### src/hw/bck_pkg.sv
// Package of shared constants and types for the batch control keypad core
package bck_pkg;

  // ****************************************************************
  // Key codes
  // ****************************************************************
  typedef enum logic [3:0] {
    BCK_KEY_D0, BCK_KEY_D1, BCK_KEY_D2, BCK_KEY_D3, BCK_KEY_D4,
    BCK_KEY_D5, BCK_KEY_D6, BCK_KEY_D7, BCK_KEY_D8, BCK_KEY_D9,
    BCK_KEY_START, BCK_KEY_STOP, BCK_KEY_RATE, BCK_KEY_MENU,
    BCK_KEY_ACCEPT, BCK_KEY_CLEAR
  } bck_key_e;

  // ****************************************************************
  // Display selection
  // ****************************************************************
  typedef enum logic [1:0] {
    BCK_SHOW_COUNT, BCK_SHOW_RATE, BCK_SHOW_GRAND, BCK_SHOW_PROG
  } bck_show_e;

  // Keypad strobe with its code
  typedef struct packed {
    logic     valid;
    bck_key_e code;
  } bck_key_s;

  // Display descriptor
  typedef struct packed {
    bck_show_e  sel;
    logic       rate_mark;
    logic       flash;
    logic       stopped_msg;
    logic [2:0] menu_item;
    logic [2:0] dp_pos;
    logic [31:0] value;
  } bck_disp_s;

  // ****************************************************************
  // Widths, limits and reset values
  // ****************************************************************
  localparam int          BCK_CNT_W     = 32;
  localparam int          BCK_RATE_W    = 24;
  localparam int          BCK_ENTRY_DIG = 8;
  localparam logic [6:0]  BCK_WEIGHT_MAX = 7'h63;
  localparam logic [6:0]  BCK_WEIGHT_RST = 7'h00;
  localparam logic [31:0] BCK_PRESET_RST = 32'h0000_0000;
  localparam logic [31:0] BCK_WARN_RST   = 32'h0000_0000;
  localparam logic [2:0]  BCK_DP_NONE    = 3'h0;
  localparam logic [2:0]  BCK_ITEM_LAST  = 3'h3;
  localparam logic [2:0]  BCK_ITEM_PRESET = 3'h0;
  localparam logic [2:0]  BCK_ITEM_WARN   = 3'h1;
  localparam logic [2:0]  BCK_ITEM_CMODE  = 3'h2;
  localparam logic [2:0]  BCK_ITEM_WEIGHT = 3'h3;

endpackage : bck_pkg

### src/hw/bck_core.sv
// Batch controller core: keys, relays, counters, menu and display selection
`timescale 1ns/1ps
module bck_core
  import bck_pkg::*;
#(
  parameter int CNT_W   = BCK_CNT_W,
  parameter int RATE_W  = BCK_RATE_W,
  parameter bit HAS_LIN = 1'b0
)(
  input  wire logic              i_clock,
  input  wire logic              i_arst_n,
  input  wire bck_key_s          i_key,
  input  wire logic              i_remote_start,
  input  wire logic              i_remote_stop,
  input  wire logic              i_flow_pulse,
  input  wire logic              i_rate_valid,
  input  wire logic [RATE_W-1:0] i_rate_sample,
  output logic                   o_final_relay,
  output logic                   o_warn_relay,
  output logic                   o_batch_done,
  output logic                   o_run_mode,
  output logic [CNT_W-1:0]       o_batch_count,
  output logic [CNT_W-1:0]       o_grand_total,
  output logic [RATE_W-1:0]      o_rate,
  output bck_disp_s              o_disp
);

  initial begin
    if (CNT_W != 32) $error("bck_core: CNT_W must be 32");
  end

  // ****************************************************************
  // Remote inputs
  // ****************************************************************
  logic rstart_rise, rstop_rise, rstop_level;

  // Remote start synchroniser and edge detector
  bck_edge_sync u_sync_start (.i_clock(i_clock), .i_arst_n(i_arst_n), .i_pin(i_remote_start),
                              .o_level(), .o_rise(rstart_rise));

  // Remote stop/reset synchroniser; its level also inhibits starts
  bck_edge_sync u_sync_stop (.i_clock(i_clock), .i_arst_n(i_arst_n), .i_pin(i_remote_stop),
                             .o_level(rstop_level), .o_rise(rstop_rise));

  // Flow pulse synchroniser
  logic flow_rise;
  bck_edge_sync u_sync_flow (.i_clock(i_clock), .i_arst_n(i_arst_n), .i_pin(i_flow_pulse),
                             .o_level(), .o_rise(flow_rise));

  // ****************************************************************
  // Key decode
  // ****************************************************************
  typedef enum logic [1:0] {BCK_RUN, BCK_SELECT, BCK_STEP} bck_mode_e;

  bck_mode_e mode;
  logic      running;
  logic      show_rate;
  logic      show_grand;
  logic [2:0] item;
  logic      cleared;
  logic [31:0] entry;
  logic [2:0]  entry_dp;
  logic [3:0]  entry_digits;
  logic [31:0] preset;
  logic [31:0] warn;
  logic        count_to_preset;
  logic [6:0]  weight;

  function automatic logic key_is(input bck_key_s k, input bck_key_e c);
    key_is = k.valid && (k.code == c);
  endfunction : key_is

  logic k_start, k_stop, k_rate, k_menu, k_accept, k_clear, k_digit;
  assign k_start  = key_is(i_key, BCK_KEY_START);
  assign k_stop   = key_is(i_key, BCK_KEY_STOP);
  assign k_rate   = key_is(i_key, BCK_KEY_RATE);
  assign k_menu   = key_is(i_key, BCK_KEY_MENU);
  assign k_accept = key_is(i_key, BCK_KEY_ACCEPT);
  assign k_clear  = key_is(i_key, BCK_KEY_CLEAR);
  assign k_digit  = i_key.valid && (i_key.code <= BCK_KEY_D9);

  logic run_view_count;
  assign run_view_count = (mode == BCK_RUN) && !show_rate && !show_grand;

  // ****************************************************************
  // Batch control
  // ****************************************************************
  logic start_req, stop_req, count_reset, reached_preset, reached_warn;

  // Starts are inhibited while the remote stop is held high
  assign start_req   = (k_start || rstart_rise) && !rstop_level;
  assign stop_req    = k_stop || (rstop_rise && running && !o_batch_done);
  assign count_reset = rstop_rise && (!running || o_batch_done);
  assign reached_preset = (o_batch_count + 32'h1 >= preset) && flow_rise;
  assign reached_warn   = (o_batch_count + 32'h1 >= warn) && flow_rise;

  // Run state and completion flag; completion wins over a clear in the same cycle
  always_ff @(posedge i_clock or negedge i_arst_n) begin
    if (!i_arst_n) begin
      running      <= 1'b0;
      o_batch_done <= 1'b0;
    end else begin
      if (count_reset || (k_clear && run_view_count)) begin
        o_batch_done <= 1'b0;
      end
      if (stop_req) begin
        running <= 1'b0;
      end else if (running && reached_preset) begin
        running      <= 1'b0;
        o_batch_done <= 1'b1;
      end else if (start_req && !o_batch_done) begin
        running <= 1'b1;
      end
    end
  end

  // Relays; warning relay drops early at the warning count
  always_ff @(posedge i_clock or negedge i_arst_n) begin
    if (!i_arst_n) begin
      o_final_relay <= 1'b0;
      o_warn_relay  <= 1'b0;
    end else begin
      if (stop_req || (running && reached_preset)) begin
        o_final_relay <= 1'b0;
        o_warn_relay  <= 1'b0;
      end else if (start_req && !running && !o_batch_done) begin
        o_final_relay <= 1'b1;
        o_warn_relay  <= (o_batch_count < warn);
      end else if (running && reached_warn) begin
        o_warn_relay  <= 1'b0;
      end
    end
  end

  // Batch counter counts only while running, resumes after stop
  always_ff @(posedge i_clock or negedge i_arst_n) begin
    if (!i_arst_n) begin
      o_batch_count <= '0;
    end else if (count_reset || (k_clear && run_view_count)) begin
      o_batch_count <= count_to_preset ? preset : '0;
    end else if (running && flow_rise) begin
      o_batch_count <= o_batch_count + 32'h1;
    end
  end

  // Grand total counts every pulse whatever the relays do; a pulse in the clear cycle is kept
  always_ff @(posedge i_clock or negedge i_arst_n) begin
    if (!i_arst_n) begin
      o_grand_total <= '0;
    end else if (k_clear && mode == BCK_RUN && show_grand) begin
      o_grand_total <= flow_rise ? 32'h1 : 32'h0;
    end else if (flow_rise) begin
      o_grand_total <= o_grand_total + 32'h1;
    end
  end

  // ****************************************************************
  // Run mode display toggles
  // ****************************************************************
  always_ff @(posedge i_clock or negedge i_arst_n) begin
    if (!i_arst_n) begin
      show_rate  <= 1'b0;
      show_grand <= 1'b0;
    end else if (mode == BCK_RUN) begin
      if (k_rate && !show_grand) begin
        show_rate <= ~show_rate;
      end else if (k_accept && !show_rate) begin
        show_grand <= ~show_grand;
      end
    end
  end

  // ****************************************************************
  // Menu sequencing
  // ****************************************************************
  always_ff @(posedge i_clock or negedge i_arst_n) begin
    if (!i_arst_n) begin
      mode <= BCK_RUN;
      item <= BCK_ITEM_PRESET;
    end else begin
      case (mode)
        BCK_RUN: begin
          if (k_menu) begin
            mode <= BCK_SELECT;
            item <= BCK_ITEM_PRESET;
          end
        end
        BCK_SELECT: begin
          if (k_menu) begin
            item <= (item == BCK_ITEM_LAST) ? BCK_ITEM_PRESET : item + 3'h1;
          end else if (k_accept) begin
            mode <= BCK_STEP;
          end
        end
        BCK_STEP: begin
          if (k_accept) begin
            if (item == BCK_ITEM_LAST) begin
              mode <= BCK_RUN;
            end else begin
              item <= item + 3'h1;
            end
          end
        end
        default: mode <= BCK_RUN;
      endcase
    end
  end

  // ****************************************************************
  // Value entry
  // ****************************************************************
  logic [31:0] cur_value;
  always_comb begin
    if (item == BCK_ITEM_PRESET) begin
      cur_value = preset;
    end else if (item == BCK_ITEM_WARN) begin
      cur_value = warn;
    end else if (item == BCK_ITEM_CMODE) begin
      cur_value = {31'h0, count_to_preset};
    end else begin
      cur_value = {25'h0, weight};
    end
  end

  // Entry field: cleared first, then digits shift in
  always_ff @(posedge i_clock or negedge i_arst_n) begin
    if (!i_arst_n) begin
      cleared      <= 1'b0;
      entry        <= '0;
      entry_dp     <= BCK_DP_NONE;
      entry_digits <= 4'h0;
    end else if (mode != BCK_STEP || k_accept) begin
      cleared      <= 1'b0;
      entry        <= '0;
      entry_dp     <= BCK_DP_NONE;
      entry_digits <= 4'h0;
    end else if (k_clear) begin
      cleared      <= 1'b1;
      entry        <= '0;
      entry_dp     <= BCK_DP_NONE;
      entry_digits <= 4'h0;
    end else if (cleared && k_digit && entry_digits < 4'(BCK_ENTRY_DIG)) begin
      entry        <= 32'(entry * 32'ha + 32'(i_key.code));
      entry_digits <= entry_digits + 4'h1;
      if (entry_dp != BCK_DP_NONE) begin
        entry_dp <= entry_dp + 3'h1;
      end
    end else if (cleared && k_menu && entry_digits != 4'h0) begin
      entry_dp <= 3'h1;
    end
  end

  // Stored parameters; accept without a clear keeps the old value
  always_ff @(posedge i_clock or negedge i_arst_n) begin
    if (!i_arst_n) begin
      preset          <= BCK_PRESET_RST;
      warn            <= BCK_WARN_RST;
      count_to_preset <= 1'b0;
      weight          <= BCK_WEIGHT_RST;
    end else if (mode == BCK_STEP && k_accept && cleared) begin
      if (item == BCK_ITEM_PRESET) begin
        preset <= entry;
      end else if (item == BCK_ITEM_WARN) begin
        warn <= entry;
      end else if (item == BCK_ITEM_CMODE) begin
        count_to_preset <= entry[0];
      end else if (entry <= 32'(BCK_WEIGHT_MAX)) begin
        weight <= entry[6:0];
      end
    end
  end

  // ****************************************************************
  // Rate averaging
  // ****************************************************************
  bck_rate_avg #(.RATE_W(RATE_W), .HAS_AVG(!HAS_LIN)) u_avg (
    .i_clock(i_clock), .i_arst_n(i_arst_n), .i_sample_valid(i_rate_valid), .i_sample(i_rate_sample),
    .i_weight(weight), .o_rate(o_rate), .o_valid());

  // ****************************************************************
  // Display descriptor
  // ****************************************************************
  always_ff @(posedge i_clock or negedge i_arst_n) begin
    if (!i_arst_n) begin
      o_disp <= '0;
    end else begin
      o_disp.stopped_msg <= rstop_level;
      o_disp.menu_item   <= item;
      o_disp.dp_pos      <= entry_dp;
      o_disp.rate_mark   <= (mode == BCK_RUN) && show_rate;
      if (mode != BCK_RUN) begin
        o_disp.sel   <= BCK_SHOW_PROG;
        o_disp.flash <= 1'b1;
        o_disp.value <= cleared ? entry : cur_value;
      end else if (show_grand) begin
        o_disp.sel   <= BCK_SHOW_GRAND;
        o_disp.flash <= 1'b1;
        o_disp.value <= o_grand_total;
      end else if (show_rate) begin
        o_disp.sel   <= BCK_SHOW_RATE;
        o_disp.flash <= rstop_level;
        o_disp.value <= 32'(o_rate);
      end else begin
        o_disp.sel   <= BCK_SHOW_COUNT;
        o_disp.flash <= rstop_level;
        o_disp.value <= o_batch_count;
      end
    end
  end

  assign o_run_mode = (mode == BCK_RUN);
endmodule : bck_core

### src/hw/bck_edge_sync.sv
// Two flop synchroniser with rising edge detector for a remote contact input
`timescale 1ns/1ps
module bck_edge_sync
  import bck_pkg::*;
(
  input  wire logic i_clock,
  input  wire logic i_arst_n,
  input  wire logic i_pin,
  output logic      o_level,
  output logic      o_rise
);

  logic meta;
  logic sync;
  logic prev;

  // Synchroniser chain, first stage is read by the second only
  always_ff @(posedge i_clock or negedge i_arst_n) begin
    if (!i_arst_n) begin
      meta <= 1'b0;
      sync <= 1'b0;
      prev <= 1'b0;
    end else begin
      meta <= i_pin;
      sync <= meta;
      prev <= sync;
    end
  end

  assign o_level = sync;
  assign o_rise  = sync & ~prev;

endmodule : bck_edge_sync

### src/hw/bck_rate_avg.sv
// Weighted moving average of rate samples
`timescale 1ns/1ps
module bck_rate_avg
  import bck_pkg::*;
#(
  parameter int  RATE_W   = BCK_RATE_W,
  parameter bit  HAS_AVG  = 1'b1
)(
  input  wire logic              i_clock,
  input  wire logic              i_arst_n,
  input  wire logic              i_sample_valid,
  input  wire logic [RATE_W-1:0] i_sample,
  input  wire logic [6:0]        i_weight,
  output logic      [RATE_W-1:0] o_rate,
  output logic                   o_valid
);

  initial begin
    if (RATE_W < 8 || RATE_W > 48) $error("bck_rate_avg: RATE_W out of range");
  end

  localparam int PW = RATE_W + 8;

  logic [PW-1:0]     num;
  logic [RATE_W-1:0] next_rate;

  // New rate is (old times W plus sample) over W plus one
  always_comb begin
    num = PW'(o_rate) * PW'(i_weight) + PW'(i_sample);
    if (!HAS_AVG || i_weight == 7'h00) begin
      next_rate = i_sample;
    end else begin
      next_rate = RATE_W'(num / PW'({1'b0, i_weight} + 8'h01));
    end
  end

  // Averaged rate register
  always_ff @(posedge i_clock or negedge i_arst_n) begin
    if (!i_arst_n) begin
      o_rate  <= '0;
      o_valid <= 1'b0;
    end else begin
      o_valid <= i_sample_valid;
      if (i_sample_valid) begin
        o_rate <= next_rate;
      end
    end
  end
endmodule : bck_rate_avg

### config.mk
export PLATFORM = sky130hd
export DESIGN_NAME = bck_core
export DESIGN_NICKNAME = d
export VERILOG_FILES = /design/src/hw/bck_pkg.sv /design/src/hw/bck_core.sv /design/src/hw/bck_edge_sync.sv /design/src/hw/bck_rate_avg.sv
export SDC_FILE = /design/constraint.sdc
export NUM_CORES = 2
export LEC_CHECK = 0
export BUFFER_PORTS_ARGS = -buffer_cell sky130_fd_sc_hd__buf_2
export CAP_MARGIN = 20
export CORE_MARGIN = 1.5
export CORE_UTILIZATION = 42
export CTS_CLUSTER_DIAMETER = 30
export DETAILED_ROUTE_END_ITERATION = 6
export GPL_TIMING_DRIVEN = 1
export RECOVER_POWER = 100
export SLEW_MARGIN = 15
export SYNTH_ARGS = -nofsm -noshare
export SYNTH_HDL_FRONTEND = slang
export SYNTH_SLANG_ARGS = --single-unit
### constraint.sdc
create_clock -name i_clock -period 221.2 [get_ports i_clock]
set_input_delay 44.24 -clock i_clock [delete_from_list [all_inputs] [get_ports i_clock]]
set_output_delay 44.24 -clock i_clock [all_outputs]
set_load 0.01 [all_outputs]
==> run_results.csv <==
group,metric,value,unit
run_status,status,"complete, but fails checks",
run_status,violations,"capacitance limit, slew limit",
clocking,clock_path_buffers,3,
setup_path,cpMaxStageDelayCell,"nor4_1",
detailed_routing,wirelength,136000,um
synth,yosys_warnings,0,
timing,fin_hold_ws,0.344,ns
synth,synth_top_area_share,15.9,%
finish,drive_above_1_share,7.60,%
grt,grt_max_degree,90,
timing,fin_crit,150.30,ns
clocking,cts.clk_slew.worst_paths,0.05,ns
placed_design,place.gp.congestion,0.942,
clocking,cts_root_buffer,"clkbuf_16",
setup_path,r2r_start,"weight[6]",
finish,fin_nets,6029,
synth,ys.flop_type,"dfrtp_1",
detailed_routing,first_pass_iters,5,
detailed_routing,viasPerCell,5.99,
hold_path,min_path_cells,0,
grt,grt_pass1_vias,38900,
setup_path,cpMostUsedCell,"o21a_1",
setup_path,critical_path.startpoint_type,"input pin",
floorplan,fp.dieH,317,um
detailed_routing,post_drt_wl_per_cell,20.1,um
floorplan,initial_core_util,42.6,%
grt,grt_pass1_wl,214000,um
floorplan,die-width,317,um
timing,worst_slew_pin_slew,5.32,ns
clocking,cts_tree,"built",
floorplan,dieArea,100000,sq um
setup_path,crit_fanout,25,
setup_path,end_kind,"register",
synth,async_flop_share,100,%
clocking,clock_latency,0.62,ns
setup_path,cpPeakStageDelay,1.82,ns
placed_design,dpl_worst_slack,79.37,ns
clocking,cts_resized,0,
synth,ys_types,125,
synth,ys_seq_area_share,15.9,%
grt,grt.total_usage,26.7,%
clocking,cts_setup_buffers,0,
hold_path,hp-class,"reg2reg",
setup_path,path_class,"in2reg",
floorplan,core-area,97000,sq um
clocking,numCtsBuffers,73,
timing,finalClockSkew,0.0236,ns
clocking,cts_sinks,262,
synth,yosysTopAreaCell,"dfrtp_1",
grt,grt_overflow,0,
timing,rsz0062_at_grt,"no",
setup_path,rrSetupSlack,112.91,ns
finish,syn2layout_area_growth,10.9,%
clocking,cts_hold_repair.buffers,0,
detailed_routing,drtIter0Drc,2982,
placed_design,dp_cells,6603,
synth,synth_area,41300,sq um
placed_design,portBuffers,169,
floorplan,top_level_ports,170,
synth,synthCells,5302,
setup_path,worstRegToRegCells,417,
detailed_routing,drc,0,
timing,max_freq,6.65,MHz
synth,synth_nets,5927,
detailed_routing,dr_total_vias,40400,
synth,ys_top_cells_by_area,"dfrtp_1, ha_1, fa_1",
setup_path,cp.required,221.69,ns
timing,tns,0,ns
detailed_routing,antenna_left,0,
hold_path,hp-start,"u_sync_stop.meta",
timing,slew_violations,654,
grt,antenna_found_initial,2,
timing,fin_ws,70.90,ns
placed_design,place_hpwl,106000,um
synth,synth_enable_flop_cells,0,
floorplan,row_count,114,
timing,slew_headroom,-255,%
timing,fin_crit_sh,67.9,%
hold_path,whs_endpoint,"u_sync_stop.o_level",
setup_path,r2r-end,"u_avg.o_rate[0]",
timing,hold_violations,0,
synth,synth.avg_cell_area,7.79,sq um
finish,fin_cells,6740,
timing,setup_viol,0,
job,cap_violations,15,
synth,synth_seq_cells,262,
setup_path,worstPathArrival,150.79,ns
clocking,cts_htree_levels,3,
-- worst max path at each step --
| stage | startpoint | end |
|---|---|---|
| 6_report | i_rate_sample[5] | u_avg.o_rate[0] |
| 5_1_grt | i_rate_sample[5] | u_avg.o_rate[0] |
| 2_1_floorplan | i_rate_sample[20] | u_avg.o_rate[0] |
| 3_5_place_dp | i_rate_sample[6] | u_avg.o_rate[0] |
| 4_1_cts | i_rate_sample[6] | u_avg.o_rate[0] |
| 3_3_place_gp | i_rate_sample[6] | u_avg.o_rate[0] |
-- worst max-delay path: cells and delay by family --
family / cells / cell delay (ns)
compound gates: 234 / 52.34
simple gates: 121 / 37.59
fa+ha+maj: 36 / 12.43
buf+inv: 23 / 3.07
mux: 3 / 0.81
-- cells in the mapped netlist, types with 14 or more instances --
cell and count:
a211oi_1 80, o31ai_1 82, a22oi_1 23, nor4_1 37, or2_2 41, a211o_1 17
ha_1 455, nand3_1 135, buf_1 14, and3_1 74, o21ai_0 331, o211ai_1 30
nand2_1 560, clkbuf_1 145, fa_1 135, or4_1 23, a21boi_0 15, inv_1 330
xnor2_1 154, o21a_1 151, a21o_1 68, and2_1 136, dfrtp_1 262, or3_1 56
o21bai_1 37, o21ai_1 21, buf_2 19, nor2_1 418, nor3_1 207, xor2_1 160
nand2b_1 58, o22ai_1 15, mux2i_1 55, a221oi_1 14, o31a_1 18, o221ai_1 25
and4_1 23, a21oi_1 308, nor2b_1 61, mux2_2 82, a31oi_1 43, nand4_1 70
-- cell families (layout without fill, tap and decap cells) --
logic type / after synthesis / count (layout) / share of synthesized area, %
AND/OR/NAND/NOR: 2008 / 2008 / 24.7
buffers and inverters: 524 / 685 / 4.95
XOR/XNOR: 314 / 314 / 6.66
other: 0 / 1 / 0
AO/OA/AOI/OAI: 1455 / 1455 / 23.6
multiplexers: 147 / 147 / 3.88
adder cells (fa/ha/maj): 592 / 592 / 20.4
flip-flops: 262 / 262 / 15.9
-- cell type report --
| type | count | area [sq um] |
|---|---|---|
| Clock inverter | 41 | 653 |
| Tap cell | 1276 | 1600 |
| Antenna cell | 1 | 2.50 |
| Clock buffer | 93 | 2090 |
| Timing Repair Buffer | 217 | 993 |
| Multi-Input combinational cell | 4516 | 32600 |
| Fill cell | 9767 | 51200 |
| Inverter | 334 | 1250 |
| Sequential cell | 262 | 6560 |
-- state kept, by name, indices dropped and copies added, names as in the netlist, 2 cells and up --
register,flops
entry,32
entry_digits,4
entry_dp,3
item,3
mode,2
o_batch_count,32
o_disp,42
o_grand_total,32
preset,32
u_avg.o_rate,24
warn,32
weight,7
-- cell usage in the layout (no fill, tap or decap), types with 25 or more instances in the layout --
cell type	instances
nand2_1	560
ha_1	455
nor2_1	420
o21ai_0	332
inv_1	329
a21oi_1	309
dfrtp_1	258
nor3_1	209
xor2_1	158
clkbuf_1	155
xnor2_1	152
o21a_1	151
nand3_1	135
fa_1	135
and2_1	134
a211oi_1	82
o31ai_1	82
mux2_2	82
clkbuf_16	76
and3_1	74
nand4_1	71
a21o_1	68
nor2b_1	61
nand2b_1	58
or3_1	56
mux2i_1	56
nor4_1	43
a31oi_1	43
or2_2	40
o21bai_1	37
buf_2	33
buf_4	32
o211ai_1	30
o221ai_1	25
-- metrics by stage --
stage          utilization, %  area [sq um]
2_1_floorplan               -         41300
3_3_place_gp             44.8         43400
3_5_place_dp             44.8         43400
4_1_cts                  47.6         46100
5_1_grt                  47.2         45800
6_report                 47.2         45800
-- layer usage --
metal / vias up / global-route usage [%] / wire, um
met1: 19400 / 35.7 / 60800
met3: 197 / 3.21 / 8390
met2: 1252 / 44.9 / 62900
li1: 19500 / - / -
met4: 2 / 8.02 / 3660
met5: - / 0 / 13
Power is left out: the tool's default activity adds up to more than one toggle a clock period on the data nets, which glitch-free logic cannot reach.
